===== config.mk =====
export PLATFORM = sky130hd
export DESIGN_NAME = pcipb_top
export DESIGN_NICKNAME = d
export VERILOG_FILES = /design/src/shared/pcipb_pkg.sv /design/src/verilog/pcipb_pin_detect.sv /design/src/verilog/pcipb_top.sv
export VERILOG_INCLUDE_DIRS = /design/src /design/src/shared
export SDC_FILE = /design/constraint.sdc
export NUM_CORES = 1
export LEC_CHECK = 0
export ABC_AREA = 1
export BUFFER_PORTS_ARGS = -buffer_cell sky130_fd_sc_hd__clkbuf_2
export CORE_MARGIN = 4
export CORE_UTILIZATION = 35
export DETAILED_ROUTE_END_ITERATION = 8
export GPL_TIMING_DRIVEN = 0
export HOLD_SLACK_MARGIN = 0.12
export PLACE_DENSITY = 0.55
export SETUP_SLACK_MARGIN = 0.3
export SLEW_MARGIN = 25
export SYNTH_ARGS = -nofsm -noshare
export SYNTH_HDL_FRONTEND = slang
export SYNTH_SLANG_ARGS = --single-unit

===== constraint.sdc =====
create_clock -name core_clk -period 1.5 [get_ports core_clk]
set_input_delay 0 -clock core_clk [delete_from_list [all_inputs] [get_ports core_clk]]
set_output_delay 0 -clock core_clk [all_outputs]
set_load 0.05 [all_outputs]

===== src/shared/pcipb_regs.svh =====
// Register offsets, field masks, field positions and reset values of the pin change block.
// Assumes a 32-bit APB slave with each register on its own aligned word.
`ifndef PCIPB_REGS_SVH
`define PCIPB_REGS_SVH

// ****************************************************************************
// Register byte offsets
// ****************************************************************************
`define PCIPB_OFS_PORTA_RISE_ENABLE 8'h00
`define PCIPB_OFS_PORTA_FALL_ENABLE 8'h04
`define PCIPB_OFS_PORTA_CHANGE_FLAGS 8'h08
`define PCIPB_OFS_PORTB_RISE_ENABLE 8'h0c
`define PCIPB_OFS_PORTB_FALL_ENABLE 8'h10
`define PCIPB_OFS_PORTB_CHANGE_FLAGS 8'h14
`define PCIPB_OFS_INTERRUPT_CONTROL 8'h18

// ****************************************************************************
// Implemented bit masks and field positions
// ****************************************************************************
`define PCIPB_PORTA_MASK 8'h3b
`define PCIPB_PORTB_MASK 8'hf0
`define PCIPB_GPBUF_PINS 8'h03
`define PCIPB_IRQ_ENABLE_BIT 3
`define PCIPB_SHARED_FLAG_BIT 0

// ****************************************************************************
// Reset values
// ****************************************************************************
`define PCIPB_RESET_BYTE 8'h00
`define PCIPB_RESET_WORD 32'h0000_0000

`endif


===== src/shared/pcipb_pkg.sv =====
// Types used by the pin change block for its pin edge events and APB requests.
// Assumes the register header is compiled alongside it.
package pcipb_pkg;

    // Edge events of one eight-pin port, one bit per pin.
    typedef struct packed {
        logic [7:0] rise;
        logic [7:0] fall;
    } pcipb_edges_type;

    // One APB request as the slave sees it.
    typedef struct packed {
        logic [7:0] addr;
        logic write;
        logic [31:0] wdata;
    } pcipb_apb_req_type;

endpackage


===== src/verilog/pcipb_pin_detect.sv =====
// Synchroniser and edge detector for one external input pin.
// Assumes the pin is asynchronous to core_clk.
`timescale 1ns/1ps

module pcipb_pin_detect (
    input wire logic core_clk,
    input wire logic rst_n,
    input wire logic pin_async,
    output logic rise_pulse,
    output logic fall_pulse
);

    logic sync1_reg;
    logic sync2_reg;
    logic sync3_reg;
    logic stable_reg;
    logic primed_reg;
    logic [2:0] fill_reg;
    logic agree;

    // A level counts only once the second and third stages agree, which rejects
    // a sample caught mid-transition.
    assign agree = (sync2_reg == sync3_reg);

    always_ff @(posedge core_clk or negedge rst_n) begin
        if (!rst_n) begin
            sync1_reg <= 1'b0;
            sync2_reg <= 1'b0;
            sync3_reg <= 1'b0;
        end else begin
            sync1_reg <= pin_async;
            sync2_reg <= sync1_reg;
            sync3_reg <= sync2_reg;
        end
    end

    // Edges count only once the pin level has filled all three stages and
    // loaded the reference, so a pin that idles high gives no false rising edge.
    always_ff @(posedge core_clk or negedge rst_n) begin
        if (!rst_n) begin
            fill_reg <= 3'h0;
            primed_reg <= 1'b0;
        end else begin
            fill_reg <= {fill_reg[1:0], 1'b1};
            primed_reg <= fill_reg[2];
        end
    end

    always_ff @(posedge core_clk or negedge rst_n) begin
        if (!rst_n) begin
            stable_reg <= 1'b0;
        end else if (agree) begin
            stable_reg <= sync3_reg;
        end
    end

    // Each edge is compared with the previous agreed level.
    assign rise_pulse = primed_reg & agree & sync3_reg & ~stable_reg;
    assign fall_pulse = primed_reg & agree & ~sync3_reg & stable_reg;

endmodule // pcipb_pin_detect


===== src/verilog/pcipb_top.sv =====
// Pin change interrupt logic for port A pins 0, 1 and 3..5 and the upper four port B pins, with APB registers.
// Assumes pins are asynchronous inputs and porta_gp_buf_en comes from core_clk logic.
//
// Overview of operation
// - Port B pins 7..4 each have a falling edge enable bit.
// - An armed edge sets the pin flag and the shared change flag.
// - A cleared enable bit ignores edges of that polarity on that pin.
// - Flag sets on rising edge with rise enable or falling edge with fall enable.
// - Flags stay set until software writes zero; hardware never clears them.
// - Bits 3..0 of port B enable and flag registers read zero, ignore writes.
// - All implemented enable and flag bits reset to zero on every reset.
// - Port B pins 7..4 each have a rising edge enable bit.
// - Port A pins set their flags under the same edge rule as port B.
// - Port A pins 0 and 1 detect only while their input buffers are enabled.
//
// The address map and the APB interface to the registers were decided locally.
`timescale 1ns/1ps
`include "pcipb_regs.svh"

module pcipb_top (
    input wire logic core_clk,
    input wire logic rst_n,
    input wire logic psel,
    input wire logic penable,
    input wire logic pwrite,
    input wire logic [7:0] paddr,
    input wire logic [31:0] pwdata,
    output logic [31:0] prdata,
    output logic pready,
    output logic pslverr,
    input wire logic [7:0] porta_pin_in,
    input wire logic [7:0] portb_pin_in,
    input wire logic porta_gp_buf_en,
    output logic shared_change_flag,
    output logic shared_change_irq
);
    import pcipb_pkg::*;

    // ************************************************************************
    // Pin synchronisers and edge detectors
    // ************************************************************************
    pcipb_edges_type porta_edges;
    pcipb_edges_type portb_edges;

    genvar gi;
    generate
        for (gi = 0; gi < 8; gi = gi + 1) begin : g_pin
            pcipb_pin_detect u_porta (
                .core_clk(core_clk),
                .rst_n(rst_n),
                .pin_async(porta_pin_in[gi]),
                .rise_pulse(porta_edges.rise[gi]),
                .fall_pulse(porta_edges.fall[gi])
            );
            pcipb_pin_detect u_portb (
                .core_clk(core_clk),
                .rst_n(rst_n),
                .pin_async(portb_pin_in[gi]),
                .rise_pulse(portb_edges.rise[gi]),
                .fall_pulse(portb_edges.fall[gi])
            );
        end
    endgenerate

    // ************************************************************************
    // Registers
    // ************************************************************************
    logic [7:0] porta_rise_enable_reg;
    logic [7:0] porta_fall_enable_reg;
    logic [7:0] porta_change_flags_reg;
    logic [7:0] portb_rise_enable_reg;
    logic [7:0] portb_fall_enable_reg;
    logic [7:0] portb_change_flags_reg;
    logic shared_change_irq_enable_reg;
    logic [31:0] prdata_reg;
    logic [7:0] porta_change_flags_next;
    logic [7:0] portb_change_flags_next;

    // ************************************************************************
    // APB decode
    // ************************************************************************
    pcipb_apb_req_type req;
    logic setup_phase;
    logic wr_access;
    logic sel_a_rise;
    logic sel_a_fall;
    logic sel_a_flags;
    logic sel_b_rise;
    logic sel_b_fall;
    logic sel_b_flags;
    logic sel_interrupt_control;
    logic addr_mapped;
    logic [7:0] wbyte;
    logic [7:0] interrupt_control_view;
    logic [7:0] read_byte;

    assign req = '{addr: paddr, write: pwrite, wdata: pwdata};
    assign wbyte = req.wdata[7:0];
    assign setup_phase = psel & ~penable;
    // The slave never inserts wait states, so every access phase completes.
    assign wr_access = psel & penable & req.write;
    assign sel_a_rise = (req.addr == `PCIPB_OFS_PORTA_RISE_ENABLE);
    assign sel_a_fall = (req.addr == `PCIPB_OFS_PORTA_FALL_ENABLE);
    assign sel_a_flags = (req.addr == `PCIPB_OFS_PORTA_CHANGE_FLAGS);
    assign sel_b_rise = (req.addr == `PCIPB_OFS_PORTB_RISE_ENABLE);
    assign sel_b_fall = (req.addr == `PCIPB_OFS_PORTB_FALL_ENABLE);
    assign sel_b_flags = (req.addr == `PCIPB_OFS_PORTB_CHANGE_FLAGS);
    assign sel_interrupt_control = (req.addr == `PCIPB_OFS_INTERRUPT_CONTROL);
    assign addr_mapped = sel_a_rise | sel_a_fall | sel_a_flags | sel_b_rise | sel_b_fall
                         | sel_b_flags | sel_interrupt_control;

    assign pready = 1'b1;
    assign pslverr = psel & penable & ~addr_mapped;
    assign prdata = prdata_reg;

    // ************************************************************************
    // Edge qualification
    // ************************************************************************
    logic [7:0] porta_pin_gate;
    logic [7:0] porta_hit;
    logic [7:0] portb_rise_hit;
    logic [7:0] portb_fall_hit;
    logic [7:0] portb_hit;

    // Pins 0 and 1 share the bus transceiver; with their buffers off the pins
    // read a fixed level and must not produce change events.
    assign porta_pin_gate = porta_gp_buf_en ? 8'hff : ~`PCIPB_GPBUF_PINS;
    // Rise enable with rising edge, or fall enable with falling edge.
    assign porta_hit = ((porta_edges.rise & porta_rise_enable_reg)
                        | (porta_edges.fall & porta_fall_enable_reg))
                       & porta_pin_gate & `PCIPB_PORTA_MASK;
    // A zero enable masks that polarity out entirely.
    assign portb_rise_hit = portb_edges.rise & portb_rise_enable_reg & `PCIPB_PORTB_MASK;
    assign portb_fall_hit = portb_edges.fall & portb_fall_enable_reg & `PCIPB_PORTB_MASK;
    assign portb_hit = portb_rise_hit | portb_fall_hit;

    // ************************************************************************
    // Flag update
    // ************************************************************************
    // A software write only replaces the stored bits; an edge in the same cycle
    // is ORed in afterwards so the event survives a simultaneous clear.
    assign porta_change_flags_next =
        (((wr_access & sel_a_flags) ? wbyte : porta_change_flags_reg) | porta_hit)
        & `PCIPB_PORTA_MASK;
    assign portb_change_flags_next =
        (((wr_access & sel_b_flags) ? wbyte : portb_change_flags_reg) | portb_hit)
        & `PCIPB_PORTB_MASK;

    // The shared flag is derived, never stored, so it drops exactly when the
    // last pin flag is cleared.
    assign shared_change_flag = (|porta_change_flags_reg) | (|portb_change_flags_reg);
    assign shared_change_irq = shared_change_flag & shared_change_irq_enable_reg;

    always_ff @(posedge core_clk or negedge rst_n) begin
        if (!rst_n) begin
            porta_change_flags_reg <= `PCIPB_RESET_BYTE;
            portb_change_flags_reg <= `PCIPB_RESET_BYTE;
        end else begin
            porta_change_flags_reg <= porta_change_flags_next;
            portb_change_flags_reg <= portb_change_flags_next;
        end
    end

    // ************************************************************************
    // Enable registers
    // ************************************************************************
    always_ff @(posedge core_clk or negedge rst_n) begin
        if (!rst_n) begin
            porta_rise_enable_reg <= `PCIPB_RESET_BYTE;
            porta_fall_enable_reg <= `PCIPB_RESET_BYTE;
            portb_rise_enable_reg <= `PCIPB_RESET_BYTE;
            portb_fall_enable_reg <= `PCIPB_RESET_BYTE;
            shared_change_irq_enable_reg <= 1'b0;
        end else if (wr_access) begin
            if (sel_a_rise) begin
                porta_rise_enable_reg <= wbyte & `PCIPB_PORTA_MASK;
            end
            if (sel_a_fall) begin
                porta_fall_enable_reg <= wbyte & `PCIPB_PORTA_MASK;
            end
            if (sel_b_rise) begin
                portb_rise_enable_reg <= wbyte & `PCIPB_PORTB_MASK;
            end
            if (sel_b_fall) begin
                portb_fall_enable_reg <= wbyte & `PCIPB_PORTB_MASK;
            end
            if (sel_interrupt_control) begin
                shared_change_irq_enable_reg <= wbyte[`PCIPB_IRQ_ENABLE_BIT];
            end
        end
    end

    // ************************************************************************
    // Read path
    // ************************************************************************
    // Read data is captured in the setup phase so that it comes from a flop
    // and still needs no wait state.
    always_comb begin
        interrupt_control_view = 8'h00;
        interrupt_control_view[`PCIPB_IRQ_ENABLE_BIT] = shared_change_irq_enable_reg;
        interrupt_control_view[`PCIPB_SHARED_FLAG_BIT] = shared_change_flag;
    end

    assign read_byte = ({8{sel_a_rise}} & porta_rise_enable_reg)
                     | ({8{sel_a_fall}} & porta_fall_enable_reg)
                     | ({8{sel_a_flags}} & porta_change_flags_reg)
                     | ({8{sel_b_rise}} & portb_rise_enable_reg)
                     | ({8{sel_b_fall}} & portb_fall_enable_reg)
                     | ({8{sel_b_flags}} & portb_change_flags_reg)
                     | ({8{sel_interrupt_control}} & interrupt_control_view);

    always_ff @(posedge core_clk or negedge rst_n) begin
        if (!rst_n) begin
            prdata_reg <= `PCIPB_RESET_WORD;
        end else if (setup_phase) begin
            prdata_reg <= {24'h00_0000, read_byte};
        end
    end
endmodule // pcipb_top


; Yosys cells after proc, flatten, opt, wreduce, memory -nomap -nowiden
; Cells that the tools add are included.
[word_totals]
register_bits = 148
latch_bits = 0
ramBits = 0
rom_bits = 0
inputBits = 62
output_inout_bits = 36
elab_cells = 259
mem_count = 0
[classes]
addsub = 0
multipliers = 0
n_div = 0
order_cmp = 0
n_eq_ne = 20
n_shift = 0
mux = 3
bitwise = 136
reduce_logical = 8
[ops]
columns = cell, count
row1 = bitwise AND 1 bit, 77
row2 = OR 8 bit, 8
row3 = bitwise AND 8 bit, 5
row4 = inverter 1 bit, 30
row5 = bitwise AND 8 x 6 -> 8 bit, 3
row6 = equality test 8 x 5 -> 1 bit (second input constant), 3
row7 = bitwise AND 6 bit, 3
row8 = equality test 8 x 4 -> 1 bit (second input constant), 2
row9 = equality test 1 bit, 14
row10 = OR 6 bit, 2
row11 = AND reduction 2 bit, 5
row12 = bitwise AND 8 x 4 -> 8 bit, 1
row13 = equality test 8 x 3 -> 1 bit (second input constant), 1
row14 = logical NOT 8 bit, 1
row15 = 2-to-1 mux 8 bit, 1
row16 = OR 1 bit, 7
row17 = 2-to-1 mux 6 bit, 1
row18 = OR reduction 5 bit, 1
row19 = OR reduction 4 bit, 1
row20 = 2-to-1 mux 2 bit, 1

; Depth between registers and ports, before layout
[logic_depth]
word_depth = 9
depth_mapped = 9

; Cells and area by module
; From an unflattened synthesis, not the netlist that was laid out.
[unflattened]
cells_unflattened = 401
hier_area_um2 = 4151.5
[modules_own_cells]
columns = mod, instances, cells_per_inst, area_each_um2, seq_area_each_um2
row1 = pcipb_pin_detect, 9, 16, 234.0, 200.2
row2 = pcipb_top, 1, 257, 2045.7, 875.8

; Least setup slack after synthesis
; Ideal clock, no wire load.
[synth_timing]
path_kind = reg-to-output
from = register porta_change_flags_reg[5]
to = output port shared_change_irq
t_arrival_ns = 1.600
t_required_ns = 1.500
slack_ns = -0.100
stages_incl_launch_ff = 5
cell_sequence = dfrtp_1 nor2_1 nand2_1 nor2_1 a21boi_0
[synth_via]
elab_chain_cells = 3
[synth_lines]
columns = element, line
row1 = "start, declared", pcipb_top.sv:70  ; logic [7:0] porta_change_flags_reg;
row2 = "start signal, assigned", pcipb_top.sv:156  ; porta_change_flags_reg <= `PCIPB_RESET_BYTE;
row3 = "start signal, assigned", pcipb_top.sv:159  ; porta_change_flags_reg <= porta_change_flags_next;
row4 = OR reduction 5 bit, pcipb_top.sv:151  ; assign shared_change_flag = (|porta_change_flags_reg) | (|portb_change_flags_reg);
row5 = OR 1 bit, pcipb_top.sv:151
row6 = bitwise AND 1 bit, pcipb_top.sv:152  ; assign shared_change_irq = shared_change_flag & shared_change_irq_enable_reg;
row7 = "end, declared", pcipb_top.sv:35  ; output logic shared_change_irq
; No other way between the ends.

; Final worst setup path
[layout_timing]
from = register porta_change_flags_reg[1]
to = output port shared_change_flag
[layout_via]
elab_chain_cells = 2
[layout_lines]
columns = element, line
row1 = OR reduction 5 bit, pcipb_top.sv:151
row2 = OR 1 bit, pcipb_top.sv:151
row3 = "end, declared", pcipb_top.sv:34  ; output logic shared_change_flag,
; No other way between the ends.

==> results.json <==
{
  "start_util_pct": 36.50,
  "fin_nets": 539,
  "diodes": 0,
  "worst_slack_ps": 85.72,
  "timing.final.crit_period_ps": 1414,
  "cp-end-kind": "output pin",
  "largest_reg_flops": 7,
  "ff2ff_path_depth": 7,
  "initialDrtViolationCount": 162,
  "ys_seq_elements": 75,
  "layout.area.seq_sq_um": 1877,
  "ios": 98,
  "grt_first_pass_wirelength_um": 12210,
  "power.density_nw_per_um2": 1026,
  "finalPower_mw": 4.526,
  "multi_input_area_sq_um": 1336,
  "hold_class": "in -> async",
  "status": "completed",
  "timing.hold.ws_ps": 178.2,
  "critPathLaunch": "porta_change_flags_reg[1]",
  "r2r-end": "prdata[0]",
  "htreeDepth": 3,
  "synth_warnings": 0,
  "maxCapViolations": 0,
  "crit_type": "reg -> out",
  "yosysSeqAreaShare_pct": 54.86,
  "syn_to_final_growth_pct": 28.97,
  "hold_violations": 0,
  "synthTopCellsByCount": "94 x nand2_1, 75 x dfrtp_1, 38 x inv_1",
  "fin_setup_tns_ps": 0,
  "postSynthAreaPerCell_sq_um": 9.050,
  "clk-insertion-delay-late_ps": 340,
  "dp_hpwl_um": 5342,
  "vias_per_cell": 4.398,
  "required_ps": 1500,
  "path_max_fanout": 2,
  "pre_cts_slack_ps": 184.1,
  "setup_violations": 0,
  "finalCritPeriodShare_pct": 94.29,
  "ys.flop_type": "dfrtp_1",
  "route.detailed.drc": 0,
  "grt_usage_pct": 13.60,
  "wl_per_cell_um": 12.09,
  "port_buffers": 39,
  "power.leakage_nw": 2.210,
  "max_freq_ghz": 0.7071,
  "root_buffer": "clkbuf_8",
  "wirelength_um": 7387,
  "coreArea_sq_um": 9371,
  "worstPathArrival_ps": 1410,
  "dieArea_sq_um": 11420,
  "vias": 2687,
  "place_area_sq_um": 3929,
  "synth_cell_types": 29,
  "die_w_um": 106.9,
  "regToRegSetupSlack_ps": 190,
  "critPathLaunchType": "flip-flop",
  "crit_end": "shared_change_flag",
  "synth_edf_count": 0,
  "netlist_instances": 378,
  "design_area_sq_um": 4412,
  "skew_ps": 7.216,
  "rsz0062_at_grt": "yes",
  "slowest_delay_ps": 400,
  "dieHeight_um": 106.9,
  "dr.pass1.iters": 4,
  "synthArstFlopShare_pct": 100.0,
  "path_clk_slew_ps": 80,
  "cts_made_buffers": 9,
  "reg2reg_from": "porta_change_flags_reg[1]",
  "cts_tree": "built",
  "path_cells": "or2_4 -> nor2_4 -> nand2_4 -> buf_8",
  "peakVddDrop_mv": 0.4986,
  "clock-sinks": 75,
  "n_fill_cell": 933,
  "gp_congestion": 0.8201,
  "drv_slew": 0,
  "syn-cell-area_sq_um": 3421,
  "antenna_found_initial": 0,
  "overflow": 0,
  "clockBufferDepth": 2,
  "grt_pass1_vias": 2529,
  "post_synth_main_area_contributors": "dfrtp_1 55%, nand2_1 10%, buf_4 5.7%",
  "yosys.cell_count.top_type": "nand2_1",
  "yosys.area.top_type": "dfrtp_1",
  "row_count": 35,
  "grt_max_degree": 45,
  "ant_nets": 0,
  "crit_slowest_cell": "dfrtp_1",
  "drive_above_1_share_pct": 24.07,
  "synth_top_area_share_pct": 54.86
}
==> timing repair <==
action	4_1_cts	5_1_grt
cloned	0	0
setup endpoints to repair	5	5
buffers inserted	1	2
gates resized for setup	7	7
hold buffers	20	0
endpoints found under the hold margin	114	0
pin swaps	0	4
==> routing by layer <==
layer | vias to the layer above | global-route usage [%] | wire (um)
met2 | 71 | 20.50 | 3336
met1 | 1249 | 19.14 | 3533
met5 | - | 0 | 0
met3 | 10 | 2.589 | 404
li1 | 1357 | - | -
met4 | 0 | 5.753 | 112
==> logic make-up (layout without fill, tap and decap cells) <==
group | after synthesis | count (layout) | share of synthesized area [%]
AND/OR/NAND/NOR | 168 | 168 | 23.23
XOR/XNOR | 9 | 9 | 2.304
other | 2 | 27 | 0.2195
flip-flops | 75 | 75 | 54.86
AO/OA/AOI/OAI | 55 | 55 | 8.888
buffers and inverters | 69 | 148 | 10.50
==> layout by cell type (no fill, tap or decap) <==
cell type,count
o21ai_1,14
bufinv_16,2
clkinvlp_4,1
clkinv_2,3
buf_16,1
buf_8,2
conb_1,27
nor3_2,1
inv_2,1
o21ai_2,1
clkinv_1,1
xnor2_1,9
clkbuf_2,36
nor2_2,2
nor2_4,8
nand2_4,4
clkbuf_4,1
nand3_4,1
nor3_4,2
nand2_2,7
a21boi_4,1
dfrtp_1,75
nor2_1,24
nand3_1,17
a21oi_1,5
nand4_1,8
dlygate4sd3_1,20
o211ai_1,9
nand3_2,1
buf_4,29
nand2_1,92
inv_1,38
clkbuf_8,9
buf_2,2
o21ai_0,25
or2_4,1
clkbuf_1,2
==> power by group <==
| part | switching [mW] | internal [mW] | total (mW) |
|---|---|---|---|
| combinational | 0.421 | 0.231 | 0.652 |
| sequential | 0.0749 | 2.13 | 2.20 |
| clock | 0.737 | 0.933 | 1.67 |
==> critical path: cells and delay by family, from the launching register on <==
family                 cells  cell delay, ps
buffers and inverters      1             160
flip-flops                 1             400
AND/OR/NAND/NOR            3             500
==> metrics by stage <==
step	util [%]	std cells
floorplan	-	403
global placement	41.60	571
detailed placement	41.92	572
CTS	46.68	609
global route	47.08	611
finish	47.08	611
==> worst min path at each step <==
stage               startpoint                            to  slack, ps  depth (start not counted)
6_report                 rst_n    g_pin[4].u_porta.sync1_reg        180                          2
3_3_place_gp   porta_pin_in[0]    g_pin[0].u_porta.sync1_reg        110                          1
2_1_floorplan            rst_n  g_pin[0].u_porta.fill_reg[2]       -300                          0
4_1_cts               paddr[3]  shared_change_irq_enable_reg        150                          6
3_5_place_dp             rst_n    g_pin[4].u_porta.sync1_reg         20                          1
5_1_grt                penable                     prdata[6]        210                          5
==> final cells by class <==
| class | count | share of cell area, % |
|---|---|---|
| clock buffer | 11 | 2.978 |
| buffer | 28 | 4.651 |
| timing repair buffer | 63 | 10.61 |
| inverter | 41 | 3.517 |
| multi-input combinational | 259 | 30.29 |
| sequential | 75 | 42.54 |
| clock inverter | 5 | 1.758 |
| tap | 129 | 3.659 |
Power figures use the tool's default switching activity.
